===== src/logic/hbs_pkg.sv =====
package hbs_pkg;
  // register offsets
  localparam logic [7:0] ADDR_RELEASE_DELAY = 8'h0b;
  localparam logic [7:0] ADDR_APPLY_DELAY = 8'h07;
  localparam logic [7:0] ADDR_WAIT_TIME = 8'h09;
  localparam logic [7:0] ADDR_SPEED_THRESH = 8'h0a;
  localparam logic [7:0] ADDR_CTRL = 8'h20;
  localparam logic [7:0] ADDR_STATUS = 8'h21;
  // reset values (ms, rpm)
  localparam logic [15:0] RST_RELEASE_DELAY = 16'h000a;
  localparam logic [15:0] RST_APPLY_DELAY = 16'h0000;
  localparam logic [15:0] RST_WAIT_TIME = 16'h0032;
  localparam logic [15:0] RST_SPEED_THRESH = 16'h0064;
  localparam logic [15:0] MAX_DELAY_MS = 16'h07d0;
  // ctrl fields
  localparam int CTRL_ZS_STOP_BIT = 0;
  localparam int CTRL_SINGLE_TUBE_BIT = 1;
  // timing
  localparam int CLK_HZ = 100_000_000;
  localparam int MS_PER_S = 1000;
  localparam int CYC_PER_MS = CLK_HZ / MS_PER_S;
  localparam logic [15:0] SINGLE_TUBE_MS = 16'h0014;

  typedef enum {
    ST_OFF,
    ST_RELEASE_WAIT,
    ST_RUN,
    ST_ZERO_SPEED,
    ST_STOP_WAIT,
    ST_APPLY_WAIT
  } hbs_state_e;

  typedef struct packed {
    logic [7:0] addr;
    logic [15:0] wdata;
    logic wr;
    logic rd;
  } hbs_bus_s;
endpackage : hbs_pkg


===== src/logic/hbs_sequencer.sv =====
`timescale 1ns/1ps
// Notes on behaviour
// RL1 - The release delay after enable is programmable from 0 to 2000 ms and defaults to 10 ms.
// RL2 - On enable the motor is energized first and the brake stays applied until the delay ends.
// RL3 - On alarm with zero-speed stop the brake acts at once, while the motor is braked electrically to rest.
// RL4 - A speed threshold above the motor maximum speed is clamped to that maximum.
// RL5 - At disable while turning the brake acts on low speed or wait timeout, whichever is first.
// RL6 - On the single-tube variant a zero release delay still releases after about 20 ms.
module hbs_sequencer #(
  parameter int CYC_PER_MS = hbs_pkg::CYC_PER_MS,
  parameter logic [15:0] MOTOR_MAX_RPM = 16'h0bb8
) (
  // clock and reset
  input wire logic I_REF_CLK,
  input wire logic I_RST_N,
  // register port
  input wire hbs_pkg::hbs_bus_s I_BUS,
  output logic [15:0] O_RDATA,
  // drive status
  input wire logic I_SERVO_EN,
  input wire logic I_ALARM,
  input wire logic [15:0] I_MOTOR_RPM,
  // outputs
  output logic O_MOTOR_ENERGIZE,
  output logic O_ZERO_SPEED_CMD,
  output logic O_BRAKE_RELEASE
);
  logic [15:0] release_delay_q;
  logic [15:0] apply_delay_q;
  logic [15:0] wait_time_q;
  logic [15:0] speed_thresh_q;
  logic [1:0] ctrl_q;
  hbs_pkg::hbs_state_e state_q;
  logic [31:0] pre_q;
  logic ms_tick;
  logic [15:0] ms_cnt_q;
  logic [15:0] eff_thresh;
  logic [15:0] eff_release;
  logic slow;

  function automatic logic [15:0] clamp_ms(input logic [15:0] v);
    clamp_ms = (v > hbs_pkg::MAX_DELAY_MS) ? hbs_pkg::MAX_DELAY_MS : v;
  endfunction : clamp_ms

  // register writes
  always_ff @(posedge I_REF_CLK or negedge I_RST_N)
  begin
    if (!I_RST_N)
    begin
      release_delay_q <= hbs_pkg::RST_RELEASE_DELAY;
      apply_delay_q <= hbs_pkg::RST_APPLY_DELAY;
      wait_time_q <= hbs_pkg::RST_WAIT_TIME;
      speed_thresh_q <= hbs_pkg::RST_SPEED_THRESH;
      ctrl_q <= 2'h0;
    end
    else if (I_BUS.wr)
    begin
      unique case (I_BUS.addr)
        hbs_pkg::ADDR_RELEASE_DELAY: release_delay_q <= clamp_ms(I_BUS.wdata); // RL1
        hbs_pkg::ADDR_APPLY_DELAY: apply_delay_q <= clamp_ms(I_BUS.wdata);
        hbs_pkg::ADDR_WAIT_TIME: wait_time_q <= clamp_ms(I_BUS.wdata);
        hbs_pkg::ADDR_SPEED_THRESH: speed_thresh_q <= I_BUS.wdata;
        hbs_pkg::ADDR_CTRL: ctrl_q <= I_BUS.wdata[1:0];
        default: ;
      endcase
    end
  end

  // register reads, one cycle later; unmapped reads zero
  always_ff @(posedge I_REF_CLK or negedge I_RST_N)
  begin
    if (!I_RST_N)
      O_RDATA <= 16'h0000;
    else if (I_BUS.rd)
    begin
      unique case (I_BUS.addr)
        hbs_pkg::ADDR_RELEASE_DELAY: O_RDATA <= release_delay_q;
        hbs_pkg::ADDR_APPLY_DELAY: O_RDATA <= apply_delay_q;
        hbs_pkg::ADDR_WAIT_TIME: O_RDATA <= wait_time_q;
        hbs_pkg::ADDR_SPEED_THRESH: O_RDATA <= speed_thresh_q;
        hbs_pkg::ADDR_CTRL: O_RDATA <= {14'h0000, ctrl_q};
        hbs_pkg::ADDR_STATUS: O_RDATA <= {13'h0000, O_ZERO_SPEED_CMD,
          O_BRAKE_RELEASE, O_MOTOR_ENERGIZE};
        default: O_RDATA <= 16'h0000;
      endcase
    end
  end

  assign eff_thresh = (speed_thresh_q > MOTOR_MAX_RPM) ? MOTOR_MAX_RPM : speed_thresh_q; // RL4
  assign slow = I_MOTOR_RPM < eff_thresh;
  assign eff_release = (ctrl_q[hbs_pkg::CTRL_SINGLE_TUBE_BIT] && release_delay_q == 16'h0000)
    ? hbs_pkg::SINGLE_TUBE_MS : release_delay_q; // RL6

  // millisecond prescaler, restarted on each state change
  logic restart;
  always_ff @(posedge I_REF_CLK or negedge I_RST_N)
  begin
    if (!I_RST_N)
      pre_q <= 32'h0;
    else if (restart || pre_q == 32'(CYC_PER_MS - 1))
      pre_q <= 32'h0;
    else
      pre_q <= pre_q + 32'h1;
  end
  assign ms_tick = !restart && pre_q == 32'(CYC_PER_MS - 1);

  always_ff @(posedge I_REF_CLK or negedge I_RST_N)
  begin
    if (!I_RST_N)
      ms_cnt_q <= 16'h0;
    else if (restart)
      ms_cnt_q <= 16'h0;
    else if (ms_tick && ms_cnt_q != 16'hffff)
      ms_cnt_q <= ms_cnt_q + 16'h1;
  end

  hbs_pkg::hbs_state_e state_d;
  always_comb
  begin
    state_d = state_q;
    unique case (state_q)
      hbs_pkg::ST_OFF:
        if (I_SERVO_EN && !I_ALARM)
          state_d = hbs_pkg::ST_RELEASE_WAIT; // RL2
      hbs_pkg::ST_RELEASE_WAIT:
        if (I_ALARM && ctrl_q[hbs_pkg::CTRL_ZS_STOP_BIT])
          state_d = hbs_pkg::ST_ZERO_SPEED;
        else if (!I_SERVO_EN || I_ALARM)
          state_d = hbs_pkg::ST_OFF;
        else if (ms_cnt_q >= eff_release)
          state_d = hbs_pkg::ST_RUN; // RL2
      hbs_pkg::ST_RUN:
        if (I_ALARM && ctrl_q[hbs_pkg::CTRL_ZS_STOP_BIT])
          state_d = hbs_pkg::ST_ZERO_SPEED; // RL3
        else if (!I_SERVO_EN || I_ALARM)
          state_d = slow ? hbs_pkg::ST_OFF : hbs_pkg::ST_STOP_WAIT; // RL5
      hbs_pkg::ST_ZERO_SPEED:
        if (slow)
          state_d = hbs_pkg::ST_APPLY_WAIT; // RL3
      hbs_pkg::ST_APPLY_WAIT:
        if (ms_cnt_q >= apply_delay_q)
          state_d = hbs_pkg::ST_OFF; // RL3
      hbs_pkg::ST_STOP_WAIT:
        if (slow || ms_cnt_q >= wait_time_q)
          state_d = hbs_pkg::ST_OFF; // RL5
    endcase
  end
  assign restart = state_d != state_q;

  always_ff @(posedge I_REF_CLK or negedge I_RST_N)
  begin
    if (!I_RST_N)
      state_q <= hbs_pkg::ST_OFF;
    else
      state_q <= state_d;
  end

  // outputs registered from next state
  always_ff @(posedge I_REF_CLK or negedge I_RST_N)
  begin
    if (!I_RST_N)
    begin
      O_MOTOR_ENERGIZE <= 1'b0;
      O_BRAKE_RELEASE <= 1'b0;
      O_ZERO_SPEED_CMD <= 1'b0;
    end
    else
    begin
      O_MOTOR_ENERGIZE <= state_d != hbs_pkg::ST_OFF; // RL2
      O_BRAKE_RELEASE <= state_d == hbs_pkg::ST_RUN || state_d == hbs_pkg::ST_STOP_WAIT; // RL5
      O_ZERO_SPEED_CMD <= state_d == hbs_pkg::ST_ZERO_SPEED ||
        state_d == hbs_pkg::ST_APPLY_WAIT; // RL3
    end
  end

  brake_before_energize_a: assert property (@(posedge I_REF_CLK) disable iff (!I_RST_N) // RL2
    O_BRAKE_RELEASE |-> O_MOTOR_ENERGIZE)
    else $error("brake released while motor not energized");

  release_timing_a: assert property (@(posedge I_REF_CLK) disable iff (!I_RST_N) // RL1
    $rose(O_BRAKE_RELEASE) |-> $past(state_q) == hbs_pkg::ST_RELEASE_WAIT &&
      $past(ms_cnt_q) >= $past(eff_release))
    else $error("brake released before delay");

  zero_speed_brake_a: assert property (@(posedge I_REF_CLK) disable iff (!I_RST_N) // RL3
    O_ZERO_SPEED_CMD |-> !O_BRAKE_RELEASE)
    else $error("brake released during zero speed stop");

  threshold_clamp_a: assert property (@(posedge I_REF_CLK) disable iff (!I_RST_N) // RL4
    eff_thresh <= MOTOR_MAX_RPM)
    else $error("threshold above motor maximum");

  stop_wait_end_a: assert property (@(posedge I_REF_CLK) disable iff (!I_RST_N) // RL5
    state_q == hbs_pkg::ST_STOP_WAIT && slow |=> !O_BRAKE_RELEASE)
    else $error("brake not applied at low speed");

  single_tube_a: assert property (@(posedge I_REF_CLK) disable iff (!I_RST_N) // RL6
    ctrl_q[hbs_pkg::CTRL_SINGLE_TUBE_BIT] && release_delay_q == 16'h0000 |->
      eff_release == hbs_pkg::SINGLE_TUBE_MS)
    else $error("single tube minimum delay missing");

  // outputs follow the state that was entered
  energize_first_a: assert property (@(posedge I_REF_CLK) disable iff (!I_RST_N) // RL2
    $rose(O_BRAKE_RELEASE) |-> $past(O_MOTOR_ENERGIZE))
    else $error("brake released without prior energize");

  alarm_refused_a: assert property (@(posedge I_REF_CLK) disable iff (!I_RST_N) // RL2
    state_q == hbs_pkg::ST_OFF && I_ALARM |=> !O_MOTOR_ENERGIZE)
    else $error("enable accepted during alarm");

  release_hold_a: assert property (@(posedge I_REF_CLK) disable iff (!I_RST_N) // RL2
    state_q == hbs_pkg::ST_RELEASE_WAIT |-> O_MOTOR_ENERGIZE && !O_BRAKE_RELEASE)
    else $error("brake not held during release delay");

  run_outputs_a: assert property (@(posedge I_REF_CLK) disable iff (!I_RST_N) // RL2
    state_q == hbs_pkg::ST_RUN |-> O_MOTOR_ENERGIZE && O_BRAKE_RELEASE)
    else $error("run state outputs wrong");

  off_outputs_a: assert property (@(posedge I_REF_CLK) disable iff (!I_RST_N) // RL2
    state_q == hbs_pkg::ST_OFF |->
      !O_MOTOR_ENERGIZE && !O_BRAKE_RELEASE && !O_ZERO_SPEED_CMD)
    else $error("outputs active while off");

  delay_saturate_a: assert property (@(posedge I_REF_CLK) disable iff (!I_RST_N) // RL1
    release_delay_q <= hbs_pkg::MAX_DELAY_MS)
    else $error("release delay above range");

  write_release_a: assert property (@(posedge I_REF_CLK) disable iff (!I_RST_N) // RL1
    I_BUS.wr && I_BUS.addr == hbs_pkg::ADDR_RELEASE_DELAY |=>
      release_delay_q == clamp_ms($past(I_BUS.wdata)))
    else $error("release delay write lost");

  read_release_a: assert property (@(posedge I_REF_CLK) disable iff (!I_RST_N) // RL1
    $past(I_BUS.rd) && $past(I_BUS.addr) == hbs_pkg::ADDR_RELEASE_DELAY |->
      O_RDATA == $past(release_delay_q))
    else $error("release delay read wrong");

  prescaler_range_a: assert property (@(posedge I_REF_CLK) disable iff (!I_RST_N) // RL1
    pre_q < 32'(CYC_PER_MS))
    else $error("millisecond prescaler out of range");

  zs_from_alarm_a: assert property (@(posedge I_REF_CLK) disable iff (!I_RST_N) // RL3
    $rose(O_ZERO_SPEED_CMD) |-> $past(I_ALARM) && $past(ctrl_q[hbs_pkg::CTRL_ZS_STOP_BIT]))
    else $error("zero speed command without alarm");

  zs_brake_hold_a: assert property (@(posedge I_REF_CLK) disable iff (!I_RST_N) // RL3
    state_q == hbs_pkg::ST_ZERO_SPEED && !slow |=>
      O_ZERO_SPEED_CMD && O_MOTOR_ENERGIZE && !O_BRAKE_RELEASE)
    else $error("zero speed stop left too early");

  apply_wait_a: assert property (@(posedge I_REF_CLK) disable iff (!I_RST_N) // RL3
    state_q == hbs_pkg::ST_APPLY_WAIT |->
      O_ZERO_SPEED_CMD && O_MOTOR_ENERGIZE && !O_BRAKE_RELEASE)
    else $error("apply wait outputs wrong");

  zs_exit_a: assert property (@(posedge I_REF_CLK) disable iff (!I_RST_N) // RL3
    state_q == hbs_pkg::ST_APPLY_WAIT && ms_cnt_q >= apply_delay_q |=>
      !O_ZERO_SPEED_CMD && !O_MOTOR_ENERGIZE)
    else $error("zero speed stop not ended after apply delay");

  effective_thresh_a: assert property (@(posedge I_REF_CLK) disable iff (!I_RST_N) // RL4
    speed_thresh_q <= MOTOR_MAX_RPM |-> eff_thresh == speed_thresh_q)
    else $error("threshold changed below motor maximum");

  slow_disable_a: assert property (@(posedge I_REF_CLK) disable iff (!I_RST_N) // RL5
    state_q == hbs_pkg::ST_RUN && !I_SERVO_EN && !I_ALARM && slow |=>
      !O_BRAKE_RELEASE && !O_MOTOR_ENERGIZE)
    else $error("brake late at slow disable");

  fast_disable_a: assert property (@(posedge I_REF_CLK) disable iff (!I_RST_N) // RL5
    state_q == hbs_pkg::ST_RUN && !I_SERVO_EN && !I_ALARM && !slow |=>
      O_BRAKE_RELEASE && O_MOTOR_ENERGIZE)
    else $error("brake applied while turning fast");

  alarm_plain_stop_a: assert property (@(posedge I_REF_CLK) disable iff (!I_RST_N) // RL5
    state_q == hbs_pkg::ST_RUN && I_ALARM && !ctrl_q[hbs_pkg::CTRL_ZS_STOP_BIT] && slow |=>
      !O_MOTOR_ENERGIZE)
    else $error("alarm stop kept motor energized");

  wait_timeout_a: assert property (@(posedge I_REF_CLK) disable iff (!I_RST_N) // RL5
    state_q == hbs_pkg::ST_STOP_WAIT && ms_cnt_q >= wait_time_q |=> !O_BRAKE_RELEASE)
    else $error("brake not applied after wait time");

  // the single-tube floor must hold at the moment of release, not only in the mux
  tube_release_a: assert property (@(posedge I_REF_CLK) disable iff (!I_RST_N) // RL6
    $rose(O_BRAKE_RELEASE) && $past(ctrl_q[hbs_pkg::CTRL_SINGLE_TUBE_BIT]) &&
      $past(release_delay_q) == 16'h0000 |-> $past(ms_cnt_q) >= hbs_pkg::SINGLE_TUBE_MS)
    else $error("single tube release too early");
endmodule : hbs_sequencer


===== config.mk =====
export PLATFORM = sky130hd
export DESIGN_NAME = hbs_sequencer
export DESIGN_NICKNAME = d
export VERILOG_FILES = /design/src/logic/hbs_pkg.sv /design/src/logic/hbs_sequencer.sv
export SDC_FILE = /design/constraint.sdc
export NUM_CORES = 1
export LEC_CHECK = 0
export BUFFER_PORTS_ARGS = -buffer_cell sky130_fd_sc_hd__buf_2
export CORE_AREA = 2 2 138 140
export DETAILED_ROUTE_END_ITERATION = 10
export DIE_AREA = 0 0 140 142
export PLACE_DENSITY = 0.65
export SETUP_SLACK_MARGIN = 0.3
export SLEW_MARGIN = 20
export SYNTH_ARGS = -nofsm -noshare
export SYNTH_HDL_FRONTEND = slang
export SYNTH_SLANG_ARGS = --single-unit

===== constraint.sdc =====
create_clock -name I_REF_CLK -period 4.7 [get_ports I_REF_CLK]
set_clock_uncertainty 0.2 [all_clocks]
set_input_delay 0.705 -clock I_REF_CLK [delete_from_list [all_inputs] [get_ports I_REF_CLK]]
set_output_delay 0.705 -clock I_REF_CLK [all_outputs]
set_load 0.05 [all_outputs]

### After elaboration in Yosys (flattened, before gate mapping)

Index checks and enable logic that the tools add are counted.

* add/subtract/negate cells: 2
* magnitude comparators: 6
* equal/unequal tests: 18
* muxes and demuxes: 18
* reduce and logical (&&, ||, !) cells: 22

Operator list (count)
* 32-bit 2-to-1 mux: 10
* 32-bit case mux with 6 select lines: 1
* 32-bit by 3-bit == test with 1-bit output, second input constant: 4
* 16-bit case mux with 6 select lines: 1
* 16-bit 2-to-1 mux: 5
* 32-bit by 2-bit == test with 1-bit output, second input constant: 2
* 32-bit by 4-bit == test with 1-bit output, second input constant: 2
* 16-bit >= comparator: 3
* 32-bit by 1-bit adder with 32-bit output, second input constant: 1
* 32-bit by 1-bit == test with 1-bit output, second input constant: 1
* 32-bit by 17-bit == test with 1-bit output, second input constant: 1
* 32-bit zero test: 1
* 32-bit != test: 1
* 32-bit nonzero test: 1
* 8-bit by 4-bit == test with 1-bit output, second input constant: 3
* 16-bit by 1-bit adder with 16-bit output, second input constant: 1
* 8-bit by 6-bit == test with 1-bit output, second input constant: 2
* 16-bit by 11-bit > comparator with 1-bit output, second input constant: 1
* 16-bit by 12-bit > comparator with 1-bit output, second input constant: 1
* 16-bit zero test: 1
* 16-bit < comparator: 1
* 16-bit != test, second input constant: 1
* 2-bit AND reduction: 5
* 8-bit by 3-bit == test with 1-bit output, second input constant: 1
* other kinds (5): 15

* register bits after elaboration: 165
* input port bits: 46
* output and inout bits: 19

### Longest topological paths before layout

* word-level depth: 14
* depth in mapped cells: 15
* depth with buffers taken out: 13

### Least setup slack after synthesis

No wires, ideal clock.

* path kind: flip-flop to flip-flop
* start point: reg speed_thresh_q[14]
* end point: reg pre_q[21]
* library setup time: 119 ps
* arrival: 3488 ps
* setup slack: 893 ps
* cell stages (with the launch flop): 16
* cells stage by stage: dfrtp_1 > nor4_1 > nand3_1 > o31ai_1 > nand2_1 > ha_1 > o21ai_0 > nor2_1 > a2111oi_0 > a221oi_2 > o211ai_1 > a32oi_2 > o21bai_2 > buf_4 > buf_6 > nor2_2

* longest elaborated chain between the ends: 10
* elaborated cells between the ends (all ways): 13

RTL lines
* from (decl): line hbs_sequencer.sv:31 `logic [15:0] speed_thresh_q;`
* from (signal assigned): line hbs_sequencer.sv:53 `speed_thresh_q <= hbs_pkg::RST_SPEED_THRESH;`
* from (signal assigned): line hbs_sequencer.sv:62 `hbs_pkg::ADDR_SPEED_THRESH: speed_thresh_q <= I_BUS.wdata;`
* 16-bit by 12-bit > comparator with 1-bit output: line hbs_sequencer.sv:89 `assign eff_thresh = (speed_thresh_q > MOTOR_MAX_RPM) ? MOTOR_MAX_RPM : speed_thresh_q;`
* 16-bit 2-to-1 mux (*): line hbs_sequencer.sv:89
* 16-bit < comparator (*): line hbs_sequencer.sv:90 `assign slow = I_MOTOR_RPM < eff_thresh;`
* 3-bit 2-to-1 mux: line hbs_sequencer.sv:136 `state_d = slow ? hbs_pkg::ST_OFF : hbs_pkg::ST_STOP_WAIT;`
* 32-bit 2-to-1 mux: line hbs_sequencer.sv:135 `else if (!I_SERVO_EN || I_ALARM)`
* 32-bit 2-to-1 mux: line hbs_sequencer.sv:133 `if (I_ALARM && ctrl_q[hbs_pkg::CTRL_ZS_STOP_BIT])`
* 32-bit case mux with 6 select lines (*): line hbs_sequencer.sv:121 `unique case (state_q)`
* 32-bit != test (*): line hbs_sequencer.sv:148 `assign restart = state_d != state_q;`
* 1-bit logical OR (*): line hbs_sequencer.sv:100 `else if (restart || pre_q == 32'(CYC_PER_MS - 1))`
* 32-bit 2-to-1 mux (*): line hbs_sequencer.sv:100
* to (signal assigned): line hbs_sequencer.sv:103 `pre_q <= pre_q + 32'h1;`
* to (decl): line hbs_sequencer.sv:34 `logic [31:0] pre_q;`

Every way passes the cells marked *; elsewhere a longest branch is shown, timed or not.
A chain may end at the register's enable or synchronous reset.

### Worst setup path after layout

* start point: reg speed_thresh_q[14]
* end point: reg ms_cnt_q[1]

* longest elaborated chain between the ends: 12
* elaborated cells between the ends (all ways): 16

RTL lines
* 16-bit by 12-bit > comparator with 1-bit output: line hbs_sequencer.sv:89
* 16-bit 2-to-1 mux (*): line hbs_sequencer.sv:89
* 16-bit < comparator (*): line hbs_sequencer.sv:90
* 3-bit 2-to-1 mux: line hbs_sequencer.sv:136
* 32-bit 2-to-1 mux: line hbs_sequencer.sv:135
* 32-bit 2-to-1 mux: line hbs_sequencer.sv:133
* 32-bit case mux with 6 select lines (*): line hbs_sequencer.sv:121
* 32-bit != test (*): line hbs_sequencer.sv:148
* 1-bit zero test: line hbs_sequencer.sv:105 `assign ms_tick = !restart && pre_q == 32'(CYC_PER_MS - 1);`
* 1-bit logical AND: line hbs_sequencer.sv:105
* 1-bit logical AND: line hbs_sequencer.sv:113 `else if (ms_tick && ms_cnt_q != 16'hffff)`
* 2-bit nonzero test (no source line)
* to (signal assigned): line hbs_sequencer.sv:114 `ms_cnt_q <= ms_cnt_q + 16'h1;`
* to (decl): line hbs_sequencer.sv:36 `logic [15:0] ms_cnt_q;`

Marks and branches as above.

==> qor.csv <==
stage,metric,value,unit
pwr,Power Internal,2.432,mW
placement,Inst Count DP,1224,
global_routing,initial antenna violation count,0,
yosys,Synth warnings,0,
cells_and_area,# diodes,0,
worst_setup_path,Worst Setup Start Kind,flip-flop,
die,top-level port count,65,
yosys,largest area contributor in the synthesized netlist,dfrtp_1,
global_routing,vias in the first global route,7105,
worst_setup_path,slowest cell on the critical path,a2111oi_1,
drt,drt wl/cell,16.78,um
cells_and_area,Area Overhead vs Synth,13.19,%
sta,Final Critical Period,4.093,ns
cells_and_area,fin cells,1255,
cts,"CTS clk-pin slew, worst paths",0.07,ns
cts,H-tree levels,4,
worst_setup_path,"Critical Path, Cell by Cell",nor4_1 > buf_4 > nand3_1 > o31ai_2 > nand2_1 > ha_1 > o21ai_0 > nor2_1 > a2111oi_1 > a221oi_2 > o211ai_1 > a32oi_2 > o21bai_4 > buf_6 > nor2_1,
worst_setup_path,CP peak stage delay,0.46,ns
drt,# DRC,9,
outcome,status,finished with violations,
pwr,Max rail drop VDD,278.5,uV
pwr,clock power share,41.3,%
worst_setup_path,CP max FO,39,
drt,Detailed Route WL,21.06,mm
cells_and_area,final net count,1120,
drt,Iter 0 DRT Violations,381,
worst_setup_path,FF-to-FF path depth,15,
cts,hold buffer count at cts,0,
cts,clk sinks,165,
pwr,Flop pwr share,45.7,%
sta,fin. max-slew vios,0,
yosys,top cell type's share of synthesized area,43.31,%
pwr,P_leak,4.832,nW
global_routing,first-pass GRT wire length,35.60,mm
cts,latest clock arrival within the worst-skew pair,0.43,ns
yosys,Mapped Cells,947,
drt,vias per inst,5.625,
yosys,Avg Inst Size Synth,9.579,um2
cells_and_area,# fillers,1682,
pwr,net load switching power,945.7,uW
yosys,Mapped Area,0.009071,mm2
cells_and_area,layout cells sized above 1,15.67,%
die,Core Box Area,0.01846,mm2
yosys,async set-reset flop share out of synthesis,100.0,%
drt,vias,7060,
die,Die ar.,0.01988,mm2
sta,Slew @ Worst Pin,0.8966,ns
pwr,Comb power frac,13.0,%
die,Initial Util,49.15,%
cts,Clock Path Buffers,2,
yosys,Most used DFF post-synth,dfrtp_1,
sta,RSZ-0062 raised after global routing,false,
die,FP Rows,50,
pwr,Power Density,329.0,mW/mm2
cts,CTS tree,done,
worst_setup_path,CP required,4.80,ns
cells_and_area,"most common cell after layout, fill and taps aside",dfrtp_1,
worst_setup_path,critical path depth,15,
yosys,ranking of synthesized cells by area,"dfrtp_1 (43%), ha_1 (9.0%), nand2_1 (3.7%)",
worst_setup_path,Worst Path Arrival,4.19,ns
outcome,violated checks,design-rule violations,
yosys,post-synthesis register bit count,165,
global_routing,GRT overflow,0,
sta,setup TNS,0,ns
cts,root buf cell,clkbuf_16,
sta,Max-Slew Margin vs Limit,40.22,%
worst_setup_path,Crit. End Element,flip-flop,
placement,PortBufs,64,
die,Die Y,142,um
yosys,"EDFF count, synth",0,
drt,DRT antenna net count,0,
sta,f_max,244.3,MHz
sta,Final setup viols,0,
worst_setup_path,Setup CP Type,flip-flop to flip-flop,
cells_and_area,area of the multi-input gates,0.004569,mm2
cts,Num CTS Buffers,17,
global_routing,largest net degree at the start of global routing,94,
yosys,sequential area share after synthesis,45.63,%
sta,Final Hold Fails,0,
global_routing,overall routing resource usage,22.54,%
worst_setup_path,"Largest delay share family, worst path",compound AO/OA/AOI/OAI gates,
placement,Detail Placement HPWL,15.46,mm
cells_and_area,Register Area,0.004139,mm2
worst_hold_path,Hold WC Path Type,primary input to asynchronous set/reset pin,
pwr,Net Sw Frac,28.00,%
sta,Tcrit/Tclk final,87.09,%
yosys,post-synthesis cell type count,64,
cells_and_area,"commonest cells after routing, fill and taps aside","dfrtp_1 (157), nand2_1 (90), nor2_1 (85)",
job,# Max-Cap Violations,0,
die,Die Width,140,um
worst_setup_path,"most used cell, CP",nor2_1,
worst_setup_path,worst path buffer plus inverter count,2,
placement,final weighted congestion in routability-driven placement,0.8887,
drt,Initial DRT Pass Iterations,9,
## metrics by stage
step / utilization, % / setup slack, ns / instance area, um2 / hold WS, ns / power, mW
final: 55.63 / 0.6068 / 10270 / 0.1414 / 3.378
after global routing: 55.63 / 0.2971 / 10270 / 0.2172 / 3.543
after CTS: 55.59 / 0.3427 / 10260 / 0.1784 / 3.417
after detailed placement: 52.39 / 0.3316 / 9668 / 0.2749 / 2.005
after global placement: 52.39 / 0.5376 / 9668 / 0.2661 / 1.998
after floorplan: - / 0.8927 / 9082 / 0.2094 / 1.854
## final timing paths
check                                   startpoint          end  slack (ns)
worst max-delay path            speed_thresh_q[14]  ms_cnt_q[1]        0.61
worst min-delay path                       I_RST_N   O_RDATA[0]        0.14
worst max register to register  speed_thresh_q[14]  ms_cnt_q[1]        0.61
worst min register to register         state_q[16]  state_q[16]        0.28
max in group asynchronous                  I_RST_N  state_q[12]        3.13
min in group I_REF_CLK                 state_q[16]  state_q[16]        0.28
## cell families after synthesis
kind of cell / after synthesis / share of synthesized area [%]
muxes: 22 / 2.717
and+or+nand+nor: 357 / 20.06
xor gates and xnor gates: 47 / 4.538
buffers and inverters: 106 / 4.538
DFF: 165 / 45.63
adders and majority gates: 65 / 8.966
other: 1 / 0.04134
AOI/OAI and AO/OA: 184 / 13.52
## what timing repair did
| item | CTS | global route |
|---|---|---|
| endpoints found under the setup margin | 1 | 51 |
| gates resized for setup | 1 | 3 |
| setup buffers | 0 | 0 |
| gates cloned | 0 | 0 |
## area by class of cell
type	count	share of cell area, %
Clock inverter	13	1.438
Inverter	71	2.596
Tap cell	234	2.852
Clock buffer	18	4.277
Sequential cell	165	40.31
Multi-Input combinational cell	679	44.50
Timing Repair Buffer	75	4.021
## Yosys cell counts, drive strengths merged (17+ instances only)
| master | instances |
|---|---|
| inv | 71 |
| o21ai | 56 |
| nor2 | 95 |
| nand4 | 20 |
| mux2 | 21 |
| xor2 | 31 |
| nor2b | 35 |
| nor4 | 30 |
| nand2 | 90 |
| a21oi | 37 |
| dfrtp | 157 |
| nand3 | 24 |
| a221oi | 17 |
| ha | 65 |
| clkbuf | 30 |
## routing by layer
layer  vias up  GRT usage (%)  part of all wire, %
met1      3401          30.42                   47
met2       143          37.05                   47
met4         0          8.187                  2.4
li1       3475              -                    -
met3        41          3.701                  3.3
met5         -              0                    0
## power groups by stage
stage | clock network, mW | registers (mW) | logic, mW
after detailed placement | 0 | 1.57 | 0.438
after CTS | 1.43 | 1.54 | 0.444
after floorplan | 0 | 1.56 | 0.297
after global routing | 1.49 | 1.55 | 0.500
final | 1.40 | 1.54 | 0.440
after global placement | 0 | 1.56 | 0.433
## state kept, by name, summed over array words and instances (netlist names), 16 cells and up
name,count
release_delay_q,16
wait_time_q,16
state_q,32
ms_cnt_q,16
O_RDATA,16
speed_thresh_q,16
apply_delay_q,16
pre_q,32
(Power assumes the default switching activity.)
